## src/btt_defs.vh

```
// Constants for the bridge target termination handler.
`ifndef BTT_DEFS_VH
`define BTT_DEFS_VH
// Termination codes reported by the target-bus master.
`define BTT_TERM_NORMAL   3'h0
`define BTT_TERM_RETRY    3'h1
`define BTT_TERM_DISC     3'h2
`define BTT_TERM_TABORT   3'h3
`define BTT_TERM_MABORT   3'h4
// Transaction kinds.
`define BTT_KIND_DWRITE   2'h0
`define BTT_KIND_PWRITE   2'h1
`define BTT_KIND_DREAD    2'h2
// Attempt limit and counter width.
`define BTT_ATTEMPT_LIMIT 25'h1000000
`define BTT_CNT_W         25
// Bus commands.
`define BTT_CMD_MEMWR     4'h7
`define BTT_CMD_MWI       4'hF
// Register offsets.
`define BTT_REG_CTRL      4'h0
`define BTT_REG_STATUS    4'h4
`define BTT_REG_COUNT     4'h8
// Control field positions.
`define BTT_CTRL_SERR_EN  0
`define BTT_CTRL_MA_MODE  1
`define BTT_CTRL_DIS_DW   2
`define BTT_CTRL_DIS_PW   3
`define BTT_CTRL_DIS_DR   4
`define BTT_CTRL_DIS_PTA  5
`define BTT_CTRL_RESET    6'h00
// Status field positions.
`define BTT_ST_RTA        0
`define BTT_ST_STA        1
`define BTT_ST_SERR       2
`define BTT_ST_RMA        3
// All-ones read data after a quiet master abort.
`define BTT_ALL_ONES      32'hFFFFFFFF
`endif

```

## src/btt_attempt_counter.v

```verilog
// Attempt counter for one forwarded transaction.
`default_nettype none
`include "btt_defs.vh"
module btt_attempt_counter #(
    parameter [24:0] LIMIT = `BTT_ATTEMPT_LIMIT
) (
    // Clock and reset
    input  wire        core_clk,
    input  wire        reset,
    input  wire        clkEn,
    // Control
    input  wire        clear,
    input  wire        bump,
    // Result
    output wire [24:0] count,
    output wire        atLimit
);
    reg [24:0] count_reg;
    // =========================================================
    // Counter
    // clears on start
    always @(posedge core_clk) begin
        if (reset) begin
            count_reg <= 25'h0000000;
        end else if (clkEn) begin
            if (clear) begin
                count_reg <= 25'h0000000;
            end else if (bump && count_reg != LIMIT) begin
                count_reg <= count_reg + 25'h0000001;
            end
        end
    end
    assign count   = count_reg;
    assign atLimit = (count_reg == LIMIT);
endmodule // btt_attempt_counter
`default_nettype wire

```

## src/btt_sticky_bits.v

```verilog
// Sticky status bits with set-over-clear priority.
`default_nettype none
module btt_sticky_bits #(
    parameter W = 4
) (
    // Clock and reset
    input  wire         core_clk,
    input  wire         reset,
    input  wire         clkEn,
    // Set and write-one-to-clear
    input  wire [W-1:0] setBits,
    input  wire [W-1:0] clrBits,
    // State
    output wire [W-1:0] bits
);
    reg [W-1:0] bits_reg;
    // =========================================================
    // Status
    always @(posedge core_clk) begin
        if (reset) begin
            bits_reg <= {W{1'b0}};
        end else if (clkEn) begin
            bits_reg <= (bits_reg & ~clrBits) | setBits;
        end
    end
    assign bits = bits_reg;
endmodule // btt_sticky_bits
`default_nettype wire

```

## src/btt_termination_handler.v

```verilog
// Target termination handler of a two-sided bus bridge.
//
// Decided for this implementation: the address map and strobed register access.
`default_nettype none
`include "btt_defs.vh"
module btt_termination_handler #(
    parameter [24:0] ATTEMPT_LIMIT = `BTT_ATTEMPT_LIMIT
) (
    // Clock, reset, enable
    input  wire        core_clk,
    input  wire        reset,
    input  wire        clkEn,
    // Register port
    input  wire [3:0]  regAddr,
    input  wire [31:0] regWrData,
    input  wire        regWrite,
    input  wire        regRead,
    output reg  [31:0] regRdData,
    // New transaction from the queue
    input  wire        txnStart,
    input  wire [1:0]  txnKind,
    input  wire [31:0] txnAddr,
    input  wire [3:0]  txnCmd,
    input  wire        txnMulti,
    input  wire        txnPrefetch,
    input  wire [7:0]  txnReqDwords,
    // Attempt result from the target-bus master
    input  wire        attemptDone,
    input  wire [2:0]  attemptTerm,
    input  wire [7:0]  attemptDwords,
    input  wire        postedLeft,
    // Reissue request to the target-bus master
    output reg         issueValid,
    output reg  [31:0] issueAddr,
    output reg  [3:0]  issueCmd,
    // Answer to the initiator
    output reg         replyValid,
    output reg         replyRetry,
    output reg         replyDisc,
    output reg         replyAbort,
    output reg         replyTrdy,
    output reg  [31:0] replyData,
    // Initiator repeat of a dropped transaction
    input  wire        initRepeat,
    // Queue drop and system error
    output reg         dropPulse,
    output wire        serrOut
);
    // =========================================================
    // States
    localparam [2:0] ST_IDLE  = 3'b001;
    localparam [2:0] ST_WAIT  = 3'b010;
    localparam [2:0] ST_DEAD  = 3'b100;

    reg [2:0]  state_reg;
    reg [1:0]  kind_reg;
    reg [31:0] addr_reg;
    reg [3:0]  cmd_reg;
    reg        multi_reg;
    reg        pref_reg;
    reg [7:0]  req_reg;
    reg [5:0]  ctrl_reg;
    reg        serr_reg;

    wire [24:0] attemptCount;
    wire        atLimit;
    reg  [3:0]  stSet;
    wire [3:0]  stClr;
    wire [3:0]  stBits;

    wire isDw = (kind_reg == `BTT_KIND_DWRITE);
    wire isPw = (kind_reg == `BTT_KIND_PWRITE);
    wire isDr = (kind_reg == `BTT_KIND_DREAD);
    wire isRetry = attemptDone && (attemptTerm == `BTT_TERM_RETRY);
    wire wsel = regWrite && (regAddr == `BTT_REG_STATUS);

    assign stClr = wsel ? regWrData[3:0] : 4'h0;
    assign serrOut = serr_reg;

    // Returns the system error enable for the given kind's event.
    function serrAllowed;
        input [5:0] ctrl;
        input [1:0] kind;
        begin
            case (kind)
                `BTT_KIND_DWRITE: serrAllowed = ctrl[`BTT_CTRL_SERR_EN] &
                                                ~ctrl[`BTT_CTRL_DIS_DW];
                `BTT_KIND_PWRITE: serrAllowed = ctrl[`BTT_CTRL_SERR_EN] &
                                                ~ctrl[`BTT_CTRL_DIS_PW];
                default:          serrAllowed = ctrl[`BTT_CTRL_SERR_EN] &
                                                ~ctrl[`BTT_CTRL_DIS_DR];
            endcase
        end
    endfunction

    // =========================================================
    // Submodules
    btt_attempt_counter #(
        .LIMIT    (ATTEMPT_LIMIT)
    ) u_count (
        .core_clk (core_clk),
        .reset    (reset),
        .clkEn    (clkEn),
        .clear    (txnStart && state_reg != ST_WAIT),
        .bump     (isRetry && state_reg == ST_WAIT),
        .count    (attemptCount),
        .atLimit  (atLimit)
    );

    btt_sticky_bits #(
        .W        (4)
    ) u_status (
        .core_clk (core_clk),
        .reset    (reset),
        .clkEn    (clkEn),
        .setBits  (stSet),
        .clrBits  (stClr),
        .bits     (stBits)
    );

    // =========================================================
    // Control register
    always @(posedge core_clk) begin
        if (reset) begin
            ctrl_reg <= `BTT_CTRL_RESET;
        end else if (clkEn && regWrite && regAddr == `BTT_REG_CTRL) begin
            ctrl_reg <= regWrData[5:0];
        end
    end

    // =========================================================
    // Read port
    always @(posedge core_clk) begin
        if (reset) begin
            regRdData <= 32'h00000000;
        end else if (clkEn) begin
            regRdData <= 32'h00000000;
            if (regRead) begin
                case (regAddr)
                    `BTT_REG_CTRL:   regRdData <= {26'h0, ctrl_reg};
                    `BTT_REG_STATUS: regRdData <= {28'h0, stBits};
                    `BTT_REG_COUNT:  regRdData <= {7'h0, attemptCount};
                    default:         regRdData <= 32'h00000000;
                endcase
            end
        end
    end

    // =========================================================
    // Termination handling
    always @(posedge core_clk) begin
        if (reset) begin
            state_reg  <= ST_IDLE;
            kind_reg   <= `BTT_KIND_DWRITE;
            addr_reg   <= 32'h00000000;
            cmd_reg    <= 4'h0;
            multi_reg  <= 1'b0;
            pref_reg   <= 1'b0;
            req_reg    <= 8'h00;
            issueValid <= 1'b0;
            issueAddr  <= 32'h00000000;
            issueCmd   <= 4'h0;
            replyValid <= 1'b0;
            replyRetry <= 1'b0;
            replyDisc  <= 1'b0;
            replyAbort <= 1'b0;
            replyTrdy  <= 1'b0;
            replyData  <= 32'h00000000;
            dropPulse  <= 1'b0;
            serr_reg   <= 1'b0;
            stSet      <= 4'h0;
        end else if (clkEn) begin
            issueValid <= 1'b0;
            replyValid <= 1'b0;
            replyRetry <= 1'b0;
            replyDisc  <= 1'b0;
            replyAbort <= 1'b0;
            replyTrdy  <= 1'b0;
            dropPulse  <= 1'b0;
            serr_reg   <= 1'b0;
            stSet      <= 4'h0;
            case (state_reg)
                ST_IDLE, ST_DEAD: begin
                    if (state_reg == ST_DEAD && initRepeat) begin
                        replyValid <= 1'b1;
                        replyAbort <= 1'b1;
                        stSet[`BTT_ST_STA] <= 1'b1;
                        state_reg <= ST_IDLE;
                    end else if (txnStart) begin
                        kind_reg   <= txnKind;
                        addr_reg   <= txnAddr;
                        cmd_reg    <= txnCmd;
                        multi_reg  <= txnMulti;
                        pref_reg   <= txnPrefetch;
                        req_reg    <= txnReqDwords;
                        issueValid <= 1'b1;
                        issueAddr  <= txnAddr;
                        issueCmd   <= txnCmd;
                        state_reg  <= ST_WAIT;
                    end
                end
                ST_WAIT: begin
                    if (attemptDone) begin
                        case (attemptTerm)
                            `BTT_TERM_RETRY: begin
                                if (attemptCount + 25'h1 >= ATTEMPT_LIMIT)
                                begin
                                    dropPulse <= 1'b1;
                                    serr_reg  <= serrAllowed(ctrl_reg,
                                                             kind_reg);
                                    stSet[`BTT_ST_SERR] <=
                                        serrAllowed(ctrl_reg, kind_reg);
                                    state_reg <= isPw ? ST_IDLE : ST_DEAD;
                                end else begin
                                    issueValid <= 1'b1;
                                    issueAddr  <= addr_reg;
                                    issueCmd   <= cmd_reg;
                                    replyValid <= ~isPw;
                                    replyRetry <= ~isPw;
                                end
                            end
                            `BTT_TERM_TABORT: begin
                                stSet[`BTT_ST_RTA] <= 1'b1;
                                stSet[`BTT_ST_STA] <= ~isPw;
                                replyValid <= ~isPw;
                                replyAbort <= ~isPw;
                                serr_reg <= isPw & ctrl_reg[`BTT_CTRL_SERR_EN]
                                            & ~ctrl_reg[`BTT_CTRL_DIS_PTA];
                                stSet[`BTT_ST_SERR] <= isPw &
                                    ctrl_reg[`BTT_CTRL_SERR_EN] &
                                    ~ctrl_reg[`BTT_CTRL_DIS_PTA];
                                state_reg <= ST_IDLE;
                            end
                            `BTT_TERM_MABORT: begin
                                stSet[`BTT_ST_RMA] <= 1'b1;
                                replyValid <= ~isPw;
                                replyTrdy  <= ~isPw &
                                              ~ctrl_reg[`BTT_CTRL_MA_MODE];
                                replyAbort <= ~isPw &
                                              ctrl_reg[`BTT_CTRL_MA_MODE];
                                stSet[`BTT_ST_STA] <= ~isPw &
                                              ctrl_reg[`BTT_CTRL_MA_MODE];
                                replyData  <= `BTT_ALL_ONES;
                                state_reg  <= ST_IDLE;
                            end
                            default: begin
                                if (isPw && postedLeft) begin
                                    addr_reg  <= addr_reg +
                                                 {22'h0, attemptDwords, 2'h0};
                                    issueValid <= 1'b1;
                                    issueAddr <= addr_reg +
                                                 {22'h0, attemptDwords, 2'h0};
                                    if (cmd_reg == `BTT_CMD_MWI &&
                                        attemptDwords != 8'h00) begin
                                        cmd_reg  <= `BTT_CMD_MEMWR;
                                        issueCmd <= `BTT_CMD_MEMWR;
                                    end else begin
                                        issueCmd <= cmd_reg;
                                    end
                                end else begin
                                    state_reg <= ST_IDLE;
                                    replyValid <= ~isPw;
                                    replyTrdy  <= ~isPw;
                                    replyData  <= 32'h00000000;
                                    replyDisc <= (isDw && multi_reg) ||
                                        (isDr && (attemptTerm ==
                                          `BTT_TERM_NORMAL) && !pref_reg) ||
                                        (isDr && req_reg > attemptDwords);
                                end
                            end
                        endcase
                    end
                end
                default: state_reg <= ST_IDLE;
            endcase
        end
    end
endmodule // btt_termination_handler
`default_nettype wire

```

## config.mk

```make
export PLATFORM = sky130hd
export DESIGN_NAME = btt_termination_handler
export DESIGN_NICKNAME = d
export VERILOG_FILES = /design/src/btt_attempt_counter.v /design/src/btt_sticky_bits.v /design/src/btt_termination_handler.v
export VERILOG_INCLUDE_DIRS = /design/src
export SDC_FILE = /design/constraint.sdc
export NUM_CORES = 1
export LEC_CHECK = 0
export ABC_AREA = 1
export BUFFER_PORTS_ARGS = -buffer_cell sky130_fd_sc_hd__clkbuf_2
export CORE_MARGIN = 8
export CORE_UTILIZATION = 35
export CTS_BUF_LIST = sky130_fd_sc_hd__clkbuf_16
export CTS_CLUSTER_DIAMETER = 100
export DETAILED_ROUTE_END_ITERATION = 10
export SKIP_LAST_GASP = 1
export SLEW_MARGIN = 20
export SYNTH_ARGS = -nofsm -noshare
export SYNTH_HDL_FRONTEND = slang
export SYNTH_SLANG_ARGS = --single-unit
```

## constraint.sdc

```tcl
create_clock -name core_clk -period 1.9 [get_ports core_clk]
set_input_delay 0.095 -clock core_clk [delete_from_list [all_inputs] [get_ports core_clk]]
set_output_delay 0.095 -clock core_clk [all_outputs]
set_load 0.05 [all_outputs]
```

# ---- Word-level counts from Yosys, hierarchy flattened
# Index checks and enable logic that the tools add are counted.
# Widths: inputs -> output; s select.
dict set report totals {
  register_bits 198
  input_bits 104
  output_inout_bits 108
  word_cells 180
}
dict set report classes {
  add_sub_neg 2
  magnitude_cmp 2
  eq_ne 25
  mux 77
  n_bitwise 18
  reduce_logical 33
}
# operator n
set op_table {}
lappend op_table {{$mux 32} 8}
lappend op_table {{$pmux 32 s2} 4}
lappend op_table {{$mux 25} 3}
lappend op_table {{$pmux 25 s3} 1}
lappend op_table {{$mux 4} 10}
lappend op_table {{$add 32x10->32} 1}
lappend op_table {{$mux 1} 29}
lappend op_table {{$add 25x1->25 const B} 1}
lappend op_table {{$ge 25x25->1 const B} 1}
lappend op_table {{$ne 25x25->1 const B} 1}
lappend op_table {{$pmux 4 s2} 3}
lappend op_table {{$pmux 1 s2} 10}
lappend op_table {{$mux 3} 6}
lappend op_table {{$logic_and 1x1->1} 14}
lappend op_table {{$pmux 3 s2} 2}
lappend op_table {{$ne 2x2->1 const B} 5}
lappend op_table {{$reduce_and 5->1} 2}
lappend op_table {{$ne 3x2->1 const B} 3}
lappend op_table {{$eq 4x4->1 const B} 2}
lappend op_table {{$gt 8x8->1} 1}
lappend op_table {{$not 1->1} 8}
lappend op_table {{$reduce_and 8->1} 1}
lappend op_table {{$reduce_bool 8->1} 1}
lappend op_table {{$and 1x1->1} 7}
lappend op_table {{24 further kinds} 33}

# ---- Logic depth before layout (Yosys ltp)
dict set report logic_depth {
  ltp_word 9
  ltp_mapped 17
}

# ---- Cells and area by module
# A second synthesis with hierarchy kept.
dict set report unflattened {
  cells_unflattened 1643
  area_unflattened_um2 9920.8
}
# module n_inst cells_per_inst area_each_um2
set by_module_without_submodules {}
lappend by_module_without_submodules {btt_termination_handler 1 1292 7811.2}
lappend by_module_without_submodules {btt_attempt_counter 1 330 1959.4}
lappend by_module_without_submodules {btt_sticky_bits 1 21 150.1}

# ---- Worst setup path after synthesis
# OpenSTA, ideal clock, no wires.
dict set report synth_path {
  path_type {flip-flop to flip-flop}
  start {register addr_reg[2]}
  end {register issueAddr[16]}
  setup_time_ns 0.118
  t_arrival_ns 1.948
  required_ns 1.782
  setup_slack_ns -0.166
  path_stages_with_launch 12
  path_buffers 0
  synth_period_minus_slack_ns 2.066
  cell_sequence {dfxtp_1 ha_1 inv_1 fa_1 o21ai_1 nand2_1 nand2_1 nand2_1 o21ai_0 nand3_1 nand3_1 a21oi_1}
}
dict set report synth_between {
  elab_chain_cells 5
}
# item line_no
set synth_lines {}
lappend synth_lines {{start, declared} btt_termination_handler.v:57} ;# reg [31:0] addr_reg;
lappend synth_lines {{start signal, assigned} btt_termination_handler.v:191} ;# addr_reg <= txnAddr;
lappend synth_lines {{start signal, assigned} btt_termination_handler.v:248} ;# addr_reg <= addr_reg +
lappend synth_lines {{$add 32x10->32} btt_termination_handler.v:251} ;# issueAddr <= addr_reg +
lappend synth_lines {{$mux 32} btt_termination_handler.v:247} ;# if (isPw && postedLeft) begin
lappend synth_lines {{$pmux 32 s2} btt_termination_handler.v:204} ;# case (attemptTerm)
lappend synth_lines {{$mux 32} btt_termination_handler.v:203} ;# if (attemptDone) begin
lappend synth_lines {{$pmux 32 s2} btt_termination_handler.v:182} ;# case (state_reg)
lappend synth_lines {{end signal, assigned} btt_termination_handler.v:197} ;# issueAddr <= txnAddr;
lappend synth_lines {{end signal, assigned} btt_termination_handler.v:216} ;# issueAddr <= addr_reg;
lappend synth_lines {{end signal, assigned} btt_termination_handler.v:251}
lappend synth_lines {{end, declared} btt_termination_handler.v:34} ;# output reg [31:0] issueAddr,
# Every way passes these cells. The select of a mux whose other input is x is not followed.
# A chain may end at the register's enable or synchronous reset.

# ---- Worst setup path in the final report
dict set report layout_path {
  start {register addr_reg[2]}
  end {register issueAddr[20]}
}
# The elaborated chain is that of the path after synthesis.

==> results.txt <==
----------------------------------------------------
[Placed design]
  Detailed Place HPWL ... 23600 µm
  Port Buffers ... 178
  Area after DPL ... 11100 µm²
  Final GP Congestion ... 0.925
  Placed Instances ... 1991

[Worst setup path]
  Kind of critical path ... reg -> reg
  Worst path buffer plus inverter count ... 2
  Delay-heaviest family, CP ... simple AND/OR/NAND/NOR gates
  CP startpoint kind ... flip-flop
  Cell repeated most along the worst path ... sky130_fd_sc_hd__nand2_1
  Critical-path maximum fanout ... 6
  Worst Path Required ... 2220 ps
  Delay of the slowest cell on the worst path ... 360 ps
  Critical path capture point type ... flip-flop
  Cell chain of the critical path ... ha_4, inv_4, fa_2, o21ai_4, nand2_2, nand2_4, buf_6, nand3_1, nand2_1, nand2_1, nand2_2, nand2_1, nand2_1, a21oi_1
  Slowest-stage cell, CP ... sky130_fd_sc_hd__fa_2
  Arrival time at the worst endpoint ... 2370 ps

[Cells and area]
  Final cell area excluding filler cells ... 13300 µm²
  Ant diodes ... 0
  Layout cell share with drive strength beyond 1 ... 0.323
  Count of filler cells inserted in the layout ... 2590
  Area growth from synthesis to layout ... 43.6%
  Layout Cells excl Fill ... 2097
  Register cell area after layout ... 3210 µm²
  Most frequent standard cell in the layout excluding fill and tap cells ... sky130_fd_sc_hd__nand2_1
  Multi-input logic area ... 5580 µm²
  Nets@finish ... 1872
  Most frequent cells in the layout ... 281 x sky130_fd_sc_hd__nand2_1, 178 x sky130_fd_sc_hd__clkbuf_2, 159 x sky130_fd_sc_hd__nor2_1, 147 x sky130_fd_sc_hd__buf_4, 138 x sky130_fd_sc_hd__inv_1

[Die]
  Vertical die dimension ... 179 µm
  Die area ... 31900 µm²
  Ports placed on the boundary ... 212
  Initial cell density of the core ... 0.356
  Standard-cell rows ... 59
  Overall die width ... 179 µm
  Core area ... 26000 µm²

[Logic synthesis]
  Seq/Total Area, Yosys ... 0.342
  Fraction of synthesis flops using an asynchronous set or reset pin ... 0
  Number of enable-type register cells in the synthesized netlist ... 0
  Area of the mapped netlist ... 9250 µm²
  Syn. warnings ... 0
  Main area contributors after synthesis ... sky130_fd_sc_hd__dfxtp_1 34%, sky130_fd_sc_hd__nand2_1 13%, sky130_fd_sc_hd__a21oi_1 8.0%
  Synth cell types ... 52
  Cell accounting for the most synthesized area ... sky130_fd_sc_hd__dfxtp_1
  Number of flip-flops and latches in the synthesized netlist ... 158
  Most instantiated flip-flop cell in the synthesis netlist ... sky130_fd_sc_hd__dfxtp_1
  Mapped Cells ... 1432
  Average cell area after synthesis ... 6.46 µm²
  Portion of synthesized cell area occupied by the leading cell type ... 0.342

[Global routing]
  Total global-route track usage ... 0.196
  Largest net degree at the start of global routing ... 61
  Wire length of the first global-routing pass ... 50500 µm
  Via count of the first global-routing pass ... 9854
  GRT Residual Overflow ... 0
  Number of antenna violations at the first check in global routing ... 0

[Status]
  Violated checks ... negative hold slack, negative setup slack
  Status ... finished with violations

[Drt]
  Avg Vias per Cell ... 5.01
  DRT Pass-1 Iters ... 6
  DRC violation count after routing ... 0
  DRT antenna net count ... 0
  Overall routed net length ... 34200 µm
  Starting DRC count in detailed routing ... 674
  WL per Instance ... 16.3 µm
  Via count ... 10500

[STA]
  Setup skew after layout ... 14.0 ps
  Shortest period the worst path allows ... 2050 ps
  Max-slew violation count ... 0
  Endpoints failing setup ... 27
  Smallest setup slack after layout ... -146 ps
  Fmax ... 0.489 GHz
  Part of the cycle the worst path needs ... 1.08
  Min Hold Slack ... -2.51 ps
  Unrepaired setup endpoints after global routing ... yes
  Final hold violation count ... 1

[Clock network]
  Clock buffers created by TritonCTS ... 17
  Clock latency of the later-clocked register in the worst-skew pair ... 440 ps
  Number of buffers between clock root and the deepest sink ... 2
  Clock tree from TritonCTS ... done
  CTS clk-pin slew, worst paths ... 80 ps
  Buffer type at the clock tree root ... sky130_fd_sc_hd__clkbuf_16
  Num Clock Sinks ... 158
  CTS HTree Levels ... 4

[Pwr]
  Power per cell area ... 770 nW/µm²
  Worst vdd ir ... 662 µV
  Leakage dissipation ... 5.99 nW

[Worst hold path]
  Worst min-delay path class ... in -> reg

[Job]
  Number of maximum-capacitance violations ... 0

----------------------------------------------------
==> metal layers <==
metal,routed length [µm],vias to the layer above,track usage
met5,0,-,0
met4,650,0,0.0537
met3,1590,49,0.0258
met2,17100,290,0.349
met1,14900,4863,0.241
li1,-,5294,-
==> report_power, final <==
| part | switching (W) | internal (W) |
|---|---|---|
| combinational | 0.00182 | 0.00121 |
| clock | 0.00170 | 0.00175 |
| sequential | 0.000191 | 0.00355 |
==> stage by stage <==
step                power (W)  hold slack [ps]   util  worst slack, ps  setup TNS [ps]
finish                 0.0102            -2.51  0.511             -146           -1140
global route           0.0107             41.7  0.511             -255           -6940
CTS                   0.00973             1.79  0.470             -133           -1650
detailed placement    0.00615              350  0.428             -237           -7170
global placement      0.00613              347  0.428             -160           -4410
floorplan             0.00528              243      -             54.9               0
==> cell usage after synthesis (5+ instances only) <==
| cell type | count |
|---|---|
| sky130_fd_sc_hd__inv_2 | 8 |
| sky130_fd_sc_hd__nor3_1 | 20 |
| sky130_fd_sc_hd__buf_4 | 44 |
| sky130_fd_sc_hd__nand2_2 | 8 |
| sky130_fd_sc_hd__nand2_1 | 312 |
| sky130_fd_sc_hd__nor2_4 | 5 |
| sky130_fd_sc_hd__or2_2 | 5 |
| sky130_fd_sc_hd__o21ai_0 | 90 |
| sky130_fd_sc_hd__buf_2 | 10 |
| sky130_fd_sc_hd__ha_1 | 18 |
| sky130_fd_sc_hd__o21ai_1 | 37 |
| sky130_fd_sc_hd__nand4_1 | 19 |
| sky130_fd_sc_hd__nor2_1 | 175 |
| sky130_fd_sc_hd__a31oi_1 | 6 |
| sky130_fd_sc_hd__inv_1 | 144 |
| sky130_fd_sc_hd__a21oi_1 | 148 |
| sky130_fd_sc_hd__clkbuf_1 | 35 |
| sky130_fd_sc_hd__xor2_1 | 9 |
| sky130_fd_sc_hd__nand3_1 | 123 |
| sky130_fd_sc_hd__dfxtp_1 | 158 |
==> final timing paths <==
| check | from | end | slack, ps | cells past startpoint |
|---|---|---|---|---|
| worst max register to register | addr_reg[2] | issueAddr[20] | -150 | 14 |
| worst min register to register | regRdData[2] | regRdData[2] | 460 | 2 |
| worst max-delay path | addr_reg[2] | issueAddr[20] | -150 | 14 |
| worst min-delay path | txnAddr[7] | issueAddr[7] | -3 | 5 |
==> tightest hold or removal path: cells and delay by family <==
family | cells | cell delay, ps
AND/OR/NAND/NOR | 4 | 230
buffers and inverters | 1 | 80
==> kinds of logic after synthesis <==
group	synth area share
buf+inv	0.126
other cells	0.000405
flops	0.342
fa+ha+maj	0.0265
compound gates	0.176
mux	0.00108
xor+xnor	0.0114
simple gates	0.317
==> repair_timing <==
item                       CTS  global route
hold endpoints to repair    37             0
pin swaps                   19            44
setup endpoints to repair   69           109
cloned                       0             8
gates resized for setup     57           183
hold buffers                28             0
buffers inserted             7            31
==> cell type report <==
| type | count | area share |
|---|---|---|
| Inverter | 153 | 0.0459 |
| Tap cell | 335 | 0.0316 |
| Multi-Input combinational cell | 1029 | 0.420 |
| Clock inverter | 15 | 0.0115 |
| Timing Repair Buffer | 390 | 0.218 |
| Clock buffer | 17 | 0.0320 |
| Sequential cell | 158 | 0.241 |
No activity file was read; power rests on OpenSTA's default activity.
